`src/verilog/elp_pkg.sv`:
```
// Contract
// periodic current pointer holds address bits 31:4
// periodic pointer names list head this frame
// periodic pointer updates after each periodic descriptor
// reads of periodic pointer return live value
// control head pointer holds address bits 31:4
// control traversal starts at head pointer
// head pointer loaded from shared area at init
// control current advances after serving descriptor
// each frame resumes where control list stopped
// list end: filled flag set copies head, clears
// driver writes current only while list disabled
// control current pointer starts at zero
// registers at 1Ch, 20h, 24h, reset zero
// low bits 3:0 always read zero
`default_nettype none
package elp_pkg;
  // ----------------------------------------
  // register offsets
  // ----------------------------------------
  localparam logic [7:0]  PERIODIC_CURRENT_OFS = 8'h1C; // periodic current pointer
  localparam logic [7:0]  CONTROL_HEAD_OFS     = 8'h20; // control list head
  localparam logic [7:0]  CONTROL_CURRENT_OFS  = 8'h24; // control list current
  // ----------------------------------------
  // field layout and reset
  // ----------------------------------------
  localparam int          ADDR_LSB             = 4;     // pointer field low bit
  localparam int          ADDR_W               = 28;    // pointer field width
  localparam logic [27:0] POINTER_RESET        = 28'h0000000;
  localparam logic [27:0] END_OF_LIST          = 28'h0000000; // zero marks list end
  localparam int          CONTROL_LIST_FILLED_BIT = 1;  // bit in command status
  localparam int          CONTROL_LIST_ENABLE_BIT = 4;  // bit in control register
  localparam int          NUM_POINTERS         = 3;
  // ----------------------------------------
  // pointer selector
  // ----------------------------------------
  typedef enum logic [1:0] {
    ELP_SEL_PERIODIC,
    ELP_SEL_HEAD,
    ELP_SEL_CURRENT,
    ELP_SEL_NONE
  } elp_sel_e;
endpackage : elp_pkg
`default_nettype wire

```
`src/verilog/elp_pointer_reg.sv`:
```
`timescale 1ns/1ps
`default_nettype none
// one pointer register; field kept 28 bits so low bits cannot exist
module elp_pointer_reg (
  input  wire logic        clk_sys,
  input  wire logic        reset_n,
  input  wire logic        load,
  input  wire logic [27:0] load_value,
  output var  logic [27:0] value
);
  // ----------------------------------------
  // storage
  // ----------------------------------------
  always_ff @(posedge clk_sys or negedge reset_n) begin
    if (!reset_n) begin
      value <= elp_pkg::POINTER_RESET;
    end else if (load) begin
      value <= load_value;
    end
  end
endmodule : elp_pointer_reg
`default_nettype wire

```
`src/verilog/elp_list_pointers.sv`:
```
`timescale 1ns/1ps
`default_nettype none
module elp_list_pointers (
  input  wire logic        clk_sys,
  input  wire logic        reset_n,
  // register read/write port of the controller register space
  input  wire logic        reg_read,
  input  wire logic        reg_write,
  input  wire logic [7:0]  reg_offset,
  input  wire logic [31:0] reg_write_data,
  output var  logic [31:0] reg_read_data,
  output var  logic        reg_hit,
  // control register, list enable bit
  input  wire logic [31:0] control_register,
  // core side: initialization load from shared area
  input  wire logic        init_load_head,
  input  wire logic [31:0] shared_area_head,
  // core side: periodic walk
  input  wire logic        frame_start,
  input  wire logic        periodic_done,
  input  wire logic [31:0] periodic_next,
  // core side: control walk
  input  wire logic        control_done,
  input  wire logic [31:0] control_next,
  input  wire logic        control_list_end,
  input  wire logic        control_list_filled,
  output logic             clear_control_list_filled,
  output logic [31:0]      control_fetch_address,
  output logic [31:0]      periodic_fetch_address
);
  // ----------------------------------------
  // decode
  // ----------------------------------------
  // offset to pointer select, used by read and write paths
  function automatic elp_pkg::elp_sel_e decode_offset(input logic [7:0] ofs);
    case (ofs)
      elp_pkg::PERIODIC_CURRENT_OFS: decode_offset = elp_pkg::ELP_SEL_PERIODIC;
      elp_pkg::CONTROL_HEAD_OFS:     decode_offset = elp_pkg::ELP_SEL_HEAD;
      elp_pkg::CONTROL_CURRENT_OFS:  decode_offset = elp_pkg::ELP_SEL_CURRENT;
      default:                       decode_offset = elp_pkg::ELP_SEL_NONE;
    endcase
  endfunction : decode_offset

  elp_pkg::elp_sel_e rd_sel;          // read target
  elp_pkg::elp_sel_e wr_sel;          // write target
  logic              list_enabled;    // control list enable
  logic [27:0]       periodic_current_address;
  logic [27:0]       control_head_address;
  logic [27:0]       control_current_address;
  logic              load_periodic;
  logic              load_head;
  logic              load_current;
  logic [27:0]       next_periodic;
  logic [27:0]       next_head;
  logic [27:0]       next_current;

  assign rd_sel       = decode_offset(reg_offset);
  assign wr_sel       = decode_offset(reg_offset);
  assign list_enabled = control_register[elp_pkg::CONTROL_LIST_ENABLE_BIT];

  // ----------------------------------------
  // periodic current pointer
  // ----------------------------------------
  // the core updates after each periodic descriptor; software cannot write
  always_comb begin
    load_periodic = periodic_done;
    next_periodic = periodic_next[31:elp_pkg::ADDR_LSB];
  end

  // ----------------------------------------
  // control head pointer
  // ----------------------------------------
  // loaded from the shared area at init; read-only to software
  always_comb begin
    load_head = init_load_head;
    next_head = shared_area_head[31:elp_pkg::ADDR_LSB];
  end

  // ----------------------------------------
  // control current pointer
  // ----------------------------------------
  // priority: list end (reload if filled), then advance, then driver write
  always_comb begin
    load_current              = 1'b0;
    next_current              = control_current_address;
    clear_control_list_filled = 1'b0;
    if (control_list_end) begin
      if (control_list_filled) begin
        load_current              = 1'b1;
        next_current              = control_head_address;
        clear_control_list_filled = 1'b1;
      end
    end else if (control_done) begin
      load_current = 1'b1;
      next_current = control_next[31:elp_pkg::ADDR_LSB];
    end else if (reg_write && wr_sel == elp_pkg::ELP_SEL_CURRENT && !list_enabled) begin
      // writes while the list runs are dropped, avoiding a torn walk
      load_current = 1'b1;
      next_current = reg_write_data[31:elp_pkg::ADDR_LSB];
    end
  end

  // ----------------------------------------
  // storage, one instance per pointer
  // ----------------------------------------
  elp_pointer_reg u_periodic (
    .clk_sys    (clk_sys),
    .reset_n    (reset_n),
    .load       (load_periodic),
    .load_value (next_periodic),
    .value      (periodic_current_address)
  );
  elp_pointer_reg u_head (
    .clk_sys    (clk_sys),
    .reset_n    (reset_n),
    .load       (load_head),
    .load_value (next_head),
    .value      (control_head_address)
  );
  // current starts at zero: end of list until reloaded
  elp_pointer_reg u_current (
    .clk_sys    (clk_sys),
    .reset_n    (reset_n),
    .load       (load_current),
    .load_value (next_current),
    .value      (control_current_address)
  );

  // ----------------------------------------
  // fetch addresses toward the core
  // ----------------------------------------
  // current pointer persists across frames so the walk resumes there
  assign control_fetch_address  = {control_current_address, 4'h0};
  assign periodic_fetch_address = {periodic_current_address, 4'h0};

  // ----------------------------------------
  // read data, registered
  // ----------------------------------------
  // low nibble forced to zero for 16-byte alignment
  always_ff @(posedge clk_sys or negedge reset_n) begin
    if (!reset_n) begin
      reg_read_data <= 32'h00000000;
      reg_hit       <= 1'b0;
    end else begin
      reg_hit <= reg_read && rd_sel != elp_pkg::ELP_SEL_NONE;
      if (reg_read) begin
        case (rd_sel)
          elp_pkg::ELP_SEL_PERIODIC: reg_read_data <= {periodic_current_address, 4'h0};
          elp_pkg::ELP_SEL_HEAD:     reg_read_data <= {control_head_address, 4'h0};
          elp_pkg::ELP_SEL_CURRENT:  reg_read_data <= {control_current_address, 4'h0};
          default:                   reg_read_data <= 32'h00000000;
        endcase
      end
    end
  end

  // ----------------------------------------
  // checks
  // ----------------------------------------
  // helper: a read of one of the three mapped offsets, spelled out by address
  logic              mapped_read;
  assign mapped_read = reg_read && (reg_offset == elp_pkg::PERIODIC_CURRENT_OFS ||
                                    reg_offset == elp_pkg::CONTROL_HEAD_OFS ||
                                    reg_offset == elp_pkg::CONTROL_CURRENT_OFS);
endmodule : elp_list_pointers
`default_nettype wire

```
`config.mk`:
```
export PLATFORM = sky130hd
export DESIGN_NAME = elp_list_pointers
export DESIGN_NICKNAME = d
export VERILOG_FILES = /design/src/verilog/elp_pkg.sv /design/src/verilog/elp_pointer_reg.sv /design/src/verilog/elp_list_pointers.sv
export SDC_FILE = /design/constraint.sdc
export NUM_CORES = 1
export LEC_CHECK = 0
export BUFFER_PORTS_ARGS = -buffer_cell sky130_fd_sc_hd__clkbuf_2
export CORE_MARGIN = 2
export CORE_UTILIZATION = 35
export DETAILED_ROUTE_END_ITERATION = 6
export PLACE_DENSITY_LB_ADDON = 0.08
export SETUP_SLACK_MARGIN = 0.1
export SLEW_MARGIN = 20
export SYNTH_ARGS = -nofsm -noshare
export SYNTH_HDL_FRONTEND = slang
export SYNTH_SLANG_ARGS = --single-unit
```
`constraint.sdc`:
```
create_clock -name clk_sys -period 1.25 [get_ports clk_sys]
set_clock_uncertainty 0.05 [all_clocks]
set_input_delay 0.3125 -clock clk_sys [delete_from_list [all_inputs] [get_ports clk_sys]]
set_output_delay 0.3125 -clock clk_sys [all_outputs]
set_load 0.05 [all_outputs]
```
==> flow_metrics.tcl, run 1 <==
set metrics [dict create \
    outcome "finished, violations left" \
    violations "setup timing" \
    cp_slowest_cell "a221o_2" \
    synth-edff-count 0 \
    setup_viol_count_final 114 \
    finalPower_w 0.0141 \
    max_cap_violations 0 \
    initial_utilization_pct 35.3 \
    drive_above_1_share_pct 66.0 \
    arrival_ns 1.69 \
    portBuffers 215 \
    ant_nets 0 \
    max_freq_mhz 691 \
    antenna_cells 0 \
    drtIter0Drc 186 \
    hold_violations 0 \
    drc 0 \
    holdWs_ns 0.0790 \
    place_area_um2 6990 \
    grt_pass1_wl_um 25600 \
    r2r_slack_ns -0.01 \
    cts-root-buf "clkbuf_16" \
    cts_tree "done" \
    nFillCells 1309 \
    critPathTopFamily "buffers and inverters" \
    min_period_ns 1.45 \
    syn_avg_cell_area_um2 12.3 \
    async_flop_share_pct 100 \
    dp_hpwl_um 11400 \
    multi_input_area_um2 2650 \
    clock_path_buffers 2 \
    ys_ff_latch 113 \
    ios 276 \
    synth_most_common_cell "dfrtp_1" \
    synth_top_area_share_pct 50.9 \
    die_w_um 130 \
    grt_usage_pct 20.4 \
    worstPathCellList "buf_6, nor3b_4, and2_4, a221o_2, buf_12, clkbuf_16, mux2_4" \
    hold_class "input pin to register" \
    power.density_nw_per_um2 1460 \
    critPathMaxFanout 5 \
    cts_buffers 17 \
    fin_area_um2 9690 \
    grt_remaining_overflow 0 \
    cts_htree_levels 4 \
    combPwrFrac_pct 28.2 \
    place.gp.congestion 0.760 \
    syn_inst 450 \
    synth_common_cells "113 x dfrtp_1, 92 x mux2_2, 30 x inv_1" \
    p_leak_nw 4.58 \
    yosys_warnings 0 \
    fp.dieH_um 130 \
    pwr-share-seq_pct 31.1 \
    syn_to_final_growth_pct 74.5 \
    netlist_area_um2 5550 \
    clk-insertion-delay-late_ns 0.41 \
    ir_worst_vdd_mv 0.907 \
    endpoint_kind "register" \
    drtPass1Iterations 4 \
    power_frac_clock_pct 40.7 \
    routedWlPerCell_um 18.3 \
    grt_pass1_vias 4761 \
    routed_wl_um 18000 \
    required_ns 1.49 \
    switching_share_pct 28.0 \
    grt_max_degree 39 \
    yosysTopAreaCell "dfrtp_1" \
    coreArea_um2 15700 \
    clk_pin_slew_ns 0.06 \
    vias_per_cell 4.79 \
    clkSinkCount 113 \
    synth_top_flop_cell "dfrtp_1" \
    critPathBufInv 3 \
    max_stage_delay_ns 0.39 \
    timing.final.crit_share_pct 116 \
    placementRows 46 \
    synth_top_cells_by_area "dfrtp_1 51%, mux2_2 19%, mux2_4 5.4%, mux2i_1 5.0%, a22oi_1 3.8%" \
    p_int_w 0.0102 \
    antenna_found_initial 0 \
    p_switching_w 0.00396 \
    nets 929 \
    synth-seq-area-share_pct 50.9 \
    rsz0062_at_grt "true" \
    start_kind "input pin" \
    crit_type "input pin to register" \
    die_area_um2 16900 \
    ff_latch_area_um2 2840 \
    dr_total_vias 4695 \
    slew_violations 0 \
    layout_setup_ws_ns -0.197 \
    ys_types 23 \
]
==> registers in the layout (all words and copies together), names as in the netlist <==
name / flops
u_periodic.value: 28
u_head.value: 28
reg_hit: 1
u_current.value: 28
reg_read_data: 28
==> logic make-up (layout without fill, tap and decap cells) <==
family | count (synthesis) | after routing | share of synthesized area [%]
other cells | 1 | 12 | 0.0675
simple gates | 35 | 35 | 3.15
buf+inv | 75 | 378 | 6.98
compound gates | 86 | 86 | 9.78
mux | 140 | 140 | 29.1
flops | 113 | 113 | 50.9
==> per-layer routing <==
layer  vias to the layer above  wire, um  GRT usage, %
met4                         0       279          7.46
met1                      2316      7550          25.7
met5                         -         0             0
met2                       168      9070          34.0
li1                       2192         -             -
met3                        19      1090          5.08
==> cells in the final DEF, fill, tap and decap left out, drive strengths merged, types with 3 or more instances in the layout <==
cell    count
mux2      112
a22oi      28
inv        30
and2        3
dfrtp     113
o22ai      28
clkinv      4
buf       183
conb       12
clkbuf    153
nand2      28
bufinv      7
o21ai      28
mux2i      28
==> power groups by stage <==
stage               clock network (W)  logic, W  registers [W]
floorplan                           0  0.000994        0.00523
global placement                    0   0.00266        0.00438
detailed placement                  0   0.00269        0.00439
CTS                           0.00583   0.00372        0.00432
global route                  0.00603   0.00417        0.00444
finish                        0.00576   0.00398        0.00439
==> through the flow <==
stage	TNS [ns]	cells	utilization (%)	setup WS (ns)
floorplan	-13.56	461	-	-0.403
detailed placement	-24.88	869	44.5	-0.559
global route	-15.29	980	61.7	-0.202
global placement	-23.35	869	44.5	-0.530
finish	-12.10	980	61.7	-0.197
CTS	-12.26	960	58.9	-0.172
==> worst register-to-register path: stages, from the launching register on <==
cell and delay (ns):
dfrtp_1 0.41, buf_6 0.13, mux2_4 0.25, a22oi_2 0.16
o22ai_1 0.11
==> worst paths after layout <==
check	from	to	depth (start not counted)
worst min register to register	u_head.value[19]	u_head.value[19]	1
max in group asynchronous	reset_n	u_current.value[7]	3
worst max-delay path	reg_offset[5]	u_current.value[2]	7
worst min-delay path	periodic_next[7]	u_periodic.value[3]	2
min in group asynchronous	reset_n	u_head.value[21]	2
worst max register to register	u_current.value[10]	reg_read_data[14]	4
==> timing repair <==
item,in CTS,in global routing
gates resized for setup,239,112
pin swaps,27,35
hold endpoints to repair,85,0
hold buffers,1,0
cloned,3,4
endpoints found under the setup margin,142,142
buffers inserted,55,21
==> cell type report <==
type	instances	share of cell area (%)
inverter	30	1.16
tap	216	2.79
multi-input combinational	273	27.3
clock buffer	21	4.86
timing repair buffer	316	32.2
clock inverter	11	2.38
sequential	113	29.3
Note: power is estimated with default switching activity, not from simulation.
==> run 2: changes to the inputs <==
- CORE_ASPECT_RATIO: not set -> 0.6
==> flow_metrics.tcl, run 2 (same netlist as run 1, synthesis figures left out) <==
set metrics [dict create \
    power.density_nw_per_um2 1430 \
    finalPower_w 0.0132 \
    clk_pin_slew_ns 0.06 \
    crit_type "input pin to register" \
    clkSinkCount 113 \
    layout_commonest_cell "clkbuf_2" \
    antenna_cells 0 \
    met3WireLength_um 1300 \
    die_area_um2 16900 \
    drive_above_1_share_pct 62.8 \
    outcome "finished, violations left" \
    grt_max_degree 57 \
    p_leak_nw 4.36 \
    portBuffers 215 \
    start_kind "input pin" \
    final_cell_mix "125 x clkbuf_2, 105 x dfrtp_1, 79 x buf_8, 73 x mux2_2, 70 x buf_4" \
    die_w_um 167 \
    ios 276 \
    endpoint_kind "register" \
    grt_pass1_vias 4791 \
    worstPathCellList "buf_6, nor4_4, and2_4, a221o_2, buf_12, mux2_2" \
    drtIter0Drc 195 \
    required_ns 1.49 \
    cts_buffers 17 \
    hold_class "input pin to register" \
    critPathBufInv 2 \
    tightest_slew_ns 0.537 \
    routedWlPerCell_um 19.1 \
    initial_utilization_pct 36.0 \
    cp_slowest_cell "mux2_2" \
    dr_total_vias 4584 \
    violations "setup timing" \
    vias_per_cell 4.81 \
    relSlewSlack_pct 64.2 \
    dp_hpwl_um 12400 \
    ant_nets 0 \
    drtPass1Iterations 4 \
    routed_wl_um 18200 \
    min_period_ns 1.40 \
    hold_violations 0 \
    routed-wl-met2_um 7970 \
    grt_usage_pct 21.9 \
    m1WireLength_um 8860 \
    arrival_ns 1.63 \
    critPathTopFamily "simple AND/OR/NAND/NOR gates" \
    place.gp.congestion 0.782 \
    syn_to_final_growth_pct 65.4 \
    fin_tns_setup_ns -10.85 \
    cts-root-buf "clkbuf_16" \
    fp.dieH_um 102 \
    max_cap_violations 0 \
    drc 0 \
    place_area_um2 7020 \
    max_freq_mhz 716 \
    clk-insertion-delay-late_ns 0.40 \
    layout_setup_ws_ns -0.147 \
    setup_viol_count_final 131 \
    grt_remaining_overflow 0 \
    rsz0062_at_grt "true" \
    ir_worst_vdd_mv 0.611 \
    cts_tree "done" \
    cts_htree_levels 4 \
    coreArea_um2 15400 \
    placementRows 35 \
    critPathMaxFanout 14 \
    grt_pass1_wl_um 27700 \
    nets 915 \
    antenna_found_initial 0 \
    timing.final.crit_share_pct 112 \
    fin_area_um2 9190 \
    routed.top_layer "met4" \
    clock_path_buffers 2 \
    max_stage_delay_ns 0.34 \
    slew_violations 0 \
]
==> run 2: metrics by stage <==
step | hold slack (ns) | utilization, % | cells | setup slack, ns
after CTS | 0.0634 | 58.2 | 943 | -0.140
after global placement | 0.192 | 45.5 | 857 | -0.576
final | 0.0811 | 59.6 | 953 | -0.147
after floorplan | -0.0331 | - | 461 | -0.403
after detailed placement | 0.193 | 45.5 | 857 | -0.579
after global routing | 0.0642 | 59.6 | 953 | -0.184
==> run 2: routing by layer <==
| layer | GRT usage, % | up-vias |
|---|---|---|
| li1 | - | 2170 |
| met1 | 31.8 | 2245 |
| met2 | 32.3 | 155 |
| met3 | 6.53 | 14 |
| met4 | 5.24 | 0 |
| met5 | 0 | - |
==> run 2: final cells by class <==
class | count | area (um2)
Clock buffer | 17 | 425
Clock inverter | 15 | 161
Timing Repair Buffer | 302 | 2870
Tap cell | 203 | 254
Fill cell | 1290 | 6230
Multi-Input combinational cell | 273 | 2530
Inverter | 30 | 113
Sequential cell | 113 | 2840
==> run 2: timing repair <==
item,CTS,global route
endpoints found under the setup margin,142,142
buffers inserted,53,11
gates resized for setup,209,88
cloned,0,0
hold buffers,1,0
pin swaps,7,3
endpoints found under the hold margin,16,0
==> run 2: path summary, 6_finish.rpt <==
kind,from,endpoint,slack (ns),depth (start not counted)
min,periodic_next[26],u_periodic.value[22],0.08,2
min in group asynchronous,reset_n,u_head.value[11],0.31,2
min reg2reg,u_head.value[19],u_head.value[19],0.48,1
max in group asynchronous,reset_n,u_current.value[12],0.29,3
max,reg_offset[7],u_current.value[0],-0.15,6
max reg2reg,u_current.value[21],reg_read_data[25],-0.01,4
==> run 2: where the power goes <==
group,internal [W],total [W],switching [W]
clock network,0.00295,0.00485,0.00190
registers,0.00402,0.00437,0.000347
logic,0.00198,0.00396,0.00198
==> run 2: worst register-to-register path: cells and delay by family (launching register included) <==
kind	cells	cell delay, ns
AOI/OAI and AO/OA	2	0.23
buffers and inverters	1	0.15
DFF	1	0.41
muxes	1	0.30
==> run 3: changes to the inputs <==
- SKIP_LAST_GASP: not set -> 1
==> flow_metrics.tcl, run 3 (same netlist as run 1, synthesis figures left out) <==
set metrics [dict create \
    worstPathCellList "clkbuf_2, nor4_4, and2_4, a221o_2, buf_12, mux2_2" \
    relSlewSlack_pct 63.9 \
    crit_type "input pin to register" \
    syn_to_final_growth_pct 64.7 \
    cts_buffers 17 \
    grt_max_degree 57 \
    drive_above_1_share_pct 62.8 \
    clkSinkCount 113 \
    antenna_cells 0 \
    combPwrFrac_pct 29.8 \
    p_switching_w 0.00422 \
    required_ns 1.49 \
    drc 0 \
    fin_tns_setup_ns -11.17 \
    coreArea_um2 15400 \
    critPathMaxFanout 14 \
    grt_remaining_overflow 0 \
    min_from "periodic_next[26]" \
    portBuffers 215 \
    tightest_slew_ns 0.542 \
    initial_utilization_pct 36.0 \
    vias_per_cell 4.80 \
    endpoint_kind "register" \
    rsz0062_at_grt "true" \
    clk_pin_slew_ns 0.06 \
    setup_viol_count_final 131 \
    drtIter0Drc 194 \
    max_freq_mhz 717 \
    max_cap_violations 0 \
    routed_wl_um 18200 \
    r2r_slack_ns -0.01 \
    crit_path_start "reg_offset[7]" \
    fp.dieH_um 102 \
    power_frac_clock_pct 37.0 \
    hold_violations 0 \
    routedWlPerCell_um 19.1 \
    dp_hpwl_um 12400 \
    cts_htree_levels 4 \
    critPathTopFamily "simple AND/OR/NAND/NOR gates" \
    clock_path_buffers 2 \
    slew_violations 0 \
    die_area_um2 16900 \
    arrival_ns 1.63 \
    die_w_um 167 \
    dr_total_vias 4579 \
    place.gp.congestion 0.782 \
    switching_share_pct 32.1 \
    worstSetupPathDepth 6 \
    whs_path_depth 2 \
    cts_tree "done" \
    cp_slowest_cell "mux2_2" \
    grt_pass1_wl_um 27700 \
    max_stage_delay_ns 0.34 \
    violations "setup timing" \
    final_cell_mix "127 x clkbuf_2, 105 x dfrtp_1, 81 x mux2_2, 79 x buf_8, 70 x buf_4" \
    p_int_w 0.00893 \
    min_to "u_periodic.value[22]" \
    layout_setup_ws_ns -0.144 \
    outcome "finished, violations left" \
    nets 915 \
    min_period_ns 1.39 \
    cts-root-buf "clkbuf_16" \
    ant_nets 0 \
    clk-insertion-delay-late_ns 0.41 \
    r2r_start "u_current.value[21]" \
    start_kind "input pin" \
    holdWs_ns 0.0796 \
    power.density_nw_per_um2 1440 \
    antenna_found_initial 0 \
    timing.final.crit_share_pct 112 \
    reg2reg_depth 4 \
    place_inst 857 \
    layout_commonest_cell "clkbuf_2" \
    ir_worst_vdd_mv 0.620 \
    placementRows 35 \
    hold_class "input pin to register" \
    critPathBufInv 2 \
    grt_usage_pct 21.9 \
    finish.utilization_pct 59.3 \
    reg2reg_to "reg_read_data[25]" \
    drtPass1Iterations 4 \
    ios 276 \
    fin_cells 953 \
    grt_pass1_vias 4803 \
    pwr-share-seq_pct 33.3 \
    p_leak_nw 4.32 \
]
run 3: cell count changes in the layout (fill, tap and decap cells not counted), sizes merged:
cell	delta
buf	-2
clkbuf	+2
run 3: metal layers:
layer / part of all wire, % / vias to the layer above / GRT usage (%)
li1: - / 2168 / -
met1: 48 / 2241 / 31.7
met2: 44 / 155 / 32.4
met3: 7.7 / 15 / 6.53
met4: 0.69 / 0 / 5.24
met5: 0 / - / 0
run 3: how the worst max path moves through the flow:
stage,endpoint,slack (ns)
6_report,u_current.value[2],-0.14
5_1_grt,u_current.value[27],-0.20
4_1_cts,u_current.value[5],-0.14
3_5_place_dp,u_current.value[5],-0.58
3_3_place_gp,u_current.value[1],-0.58
2_1_floorplan,u_current.value[10],-0.40
run 3: repair_timing:
action                                 in CTS  in global routing
cloned                                      0                  0
endpoints found under the hold margin      16                  0
buffers inserted                           53                 11
pin swaps                                   7                  3
resized for setup                         204                 83
hold buffers                                1                  0
setup endpoints to repair                 142                142
run 3: power groups by stage:
| stage | Combinational (W) | Sequential (W) | Clock (W) |
|---|---|---|---|
| floorplan | 0.000994 | 0.00523 | 0 |
| detailed placement | 0.00278 | 0.00440 | 0 |
| global placement | 0.00275 | 0.00438 | 0 |
| global route | 0.00410 | 0.00441 | 0.00512 |
| CTS | 0.00377 | 0.00432 | 0.00493 |
| finish | 0.00392 | 0.00437 | 0.00486 |
run 3: layout make-up:
class	count	area, um2
Fill cell	1299	6270
Clock buffer	17	425
Sequential cell	113	2840
Inverter	30	113
Tap cell	203	254
Clock inverter	15	161
Multi-Input combinational cell	273	2500
Timing Repair Buffer	302	2860
run 3: metrics by stage:
| stage | power (W) | setup slack (ns) | cell area (um2) |
|---|---|---|---|
| 2_1_floorplan | 0.00623 | -0.403 | 5670 |
| 3_5_place_dp | 0.00718 | -0.579 | 7020 |
| 4_1_cts | 0.0130 | -0.141 | 8950 |
| 6_report | 0.0131 | -0.144 | 9150 |
| 3_3_place_gp | 0.00713 | -0.576 | 7020 |
| 5_1_grt | 0.0136 | -0.199 | 9150 |
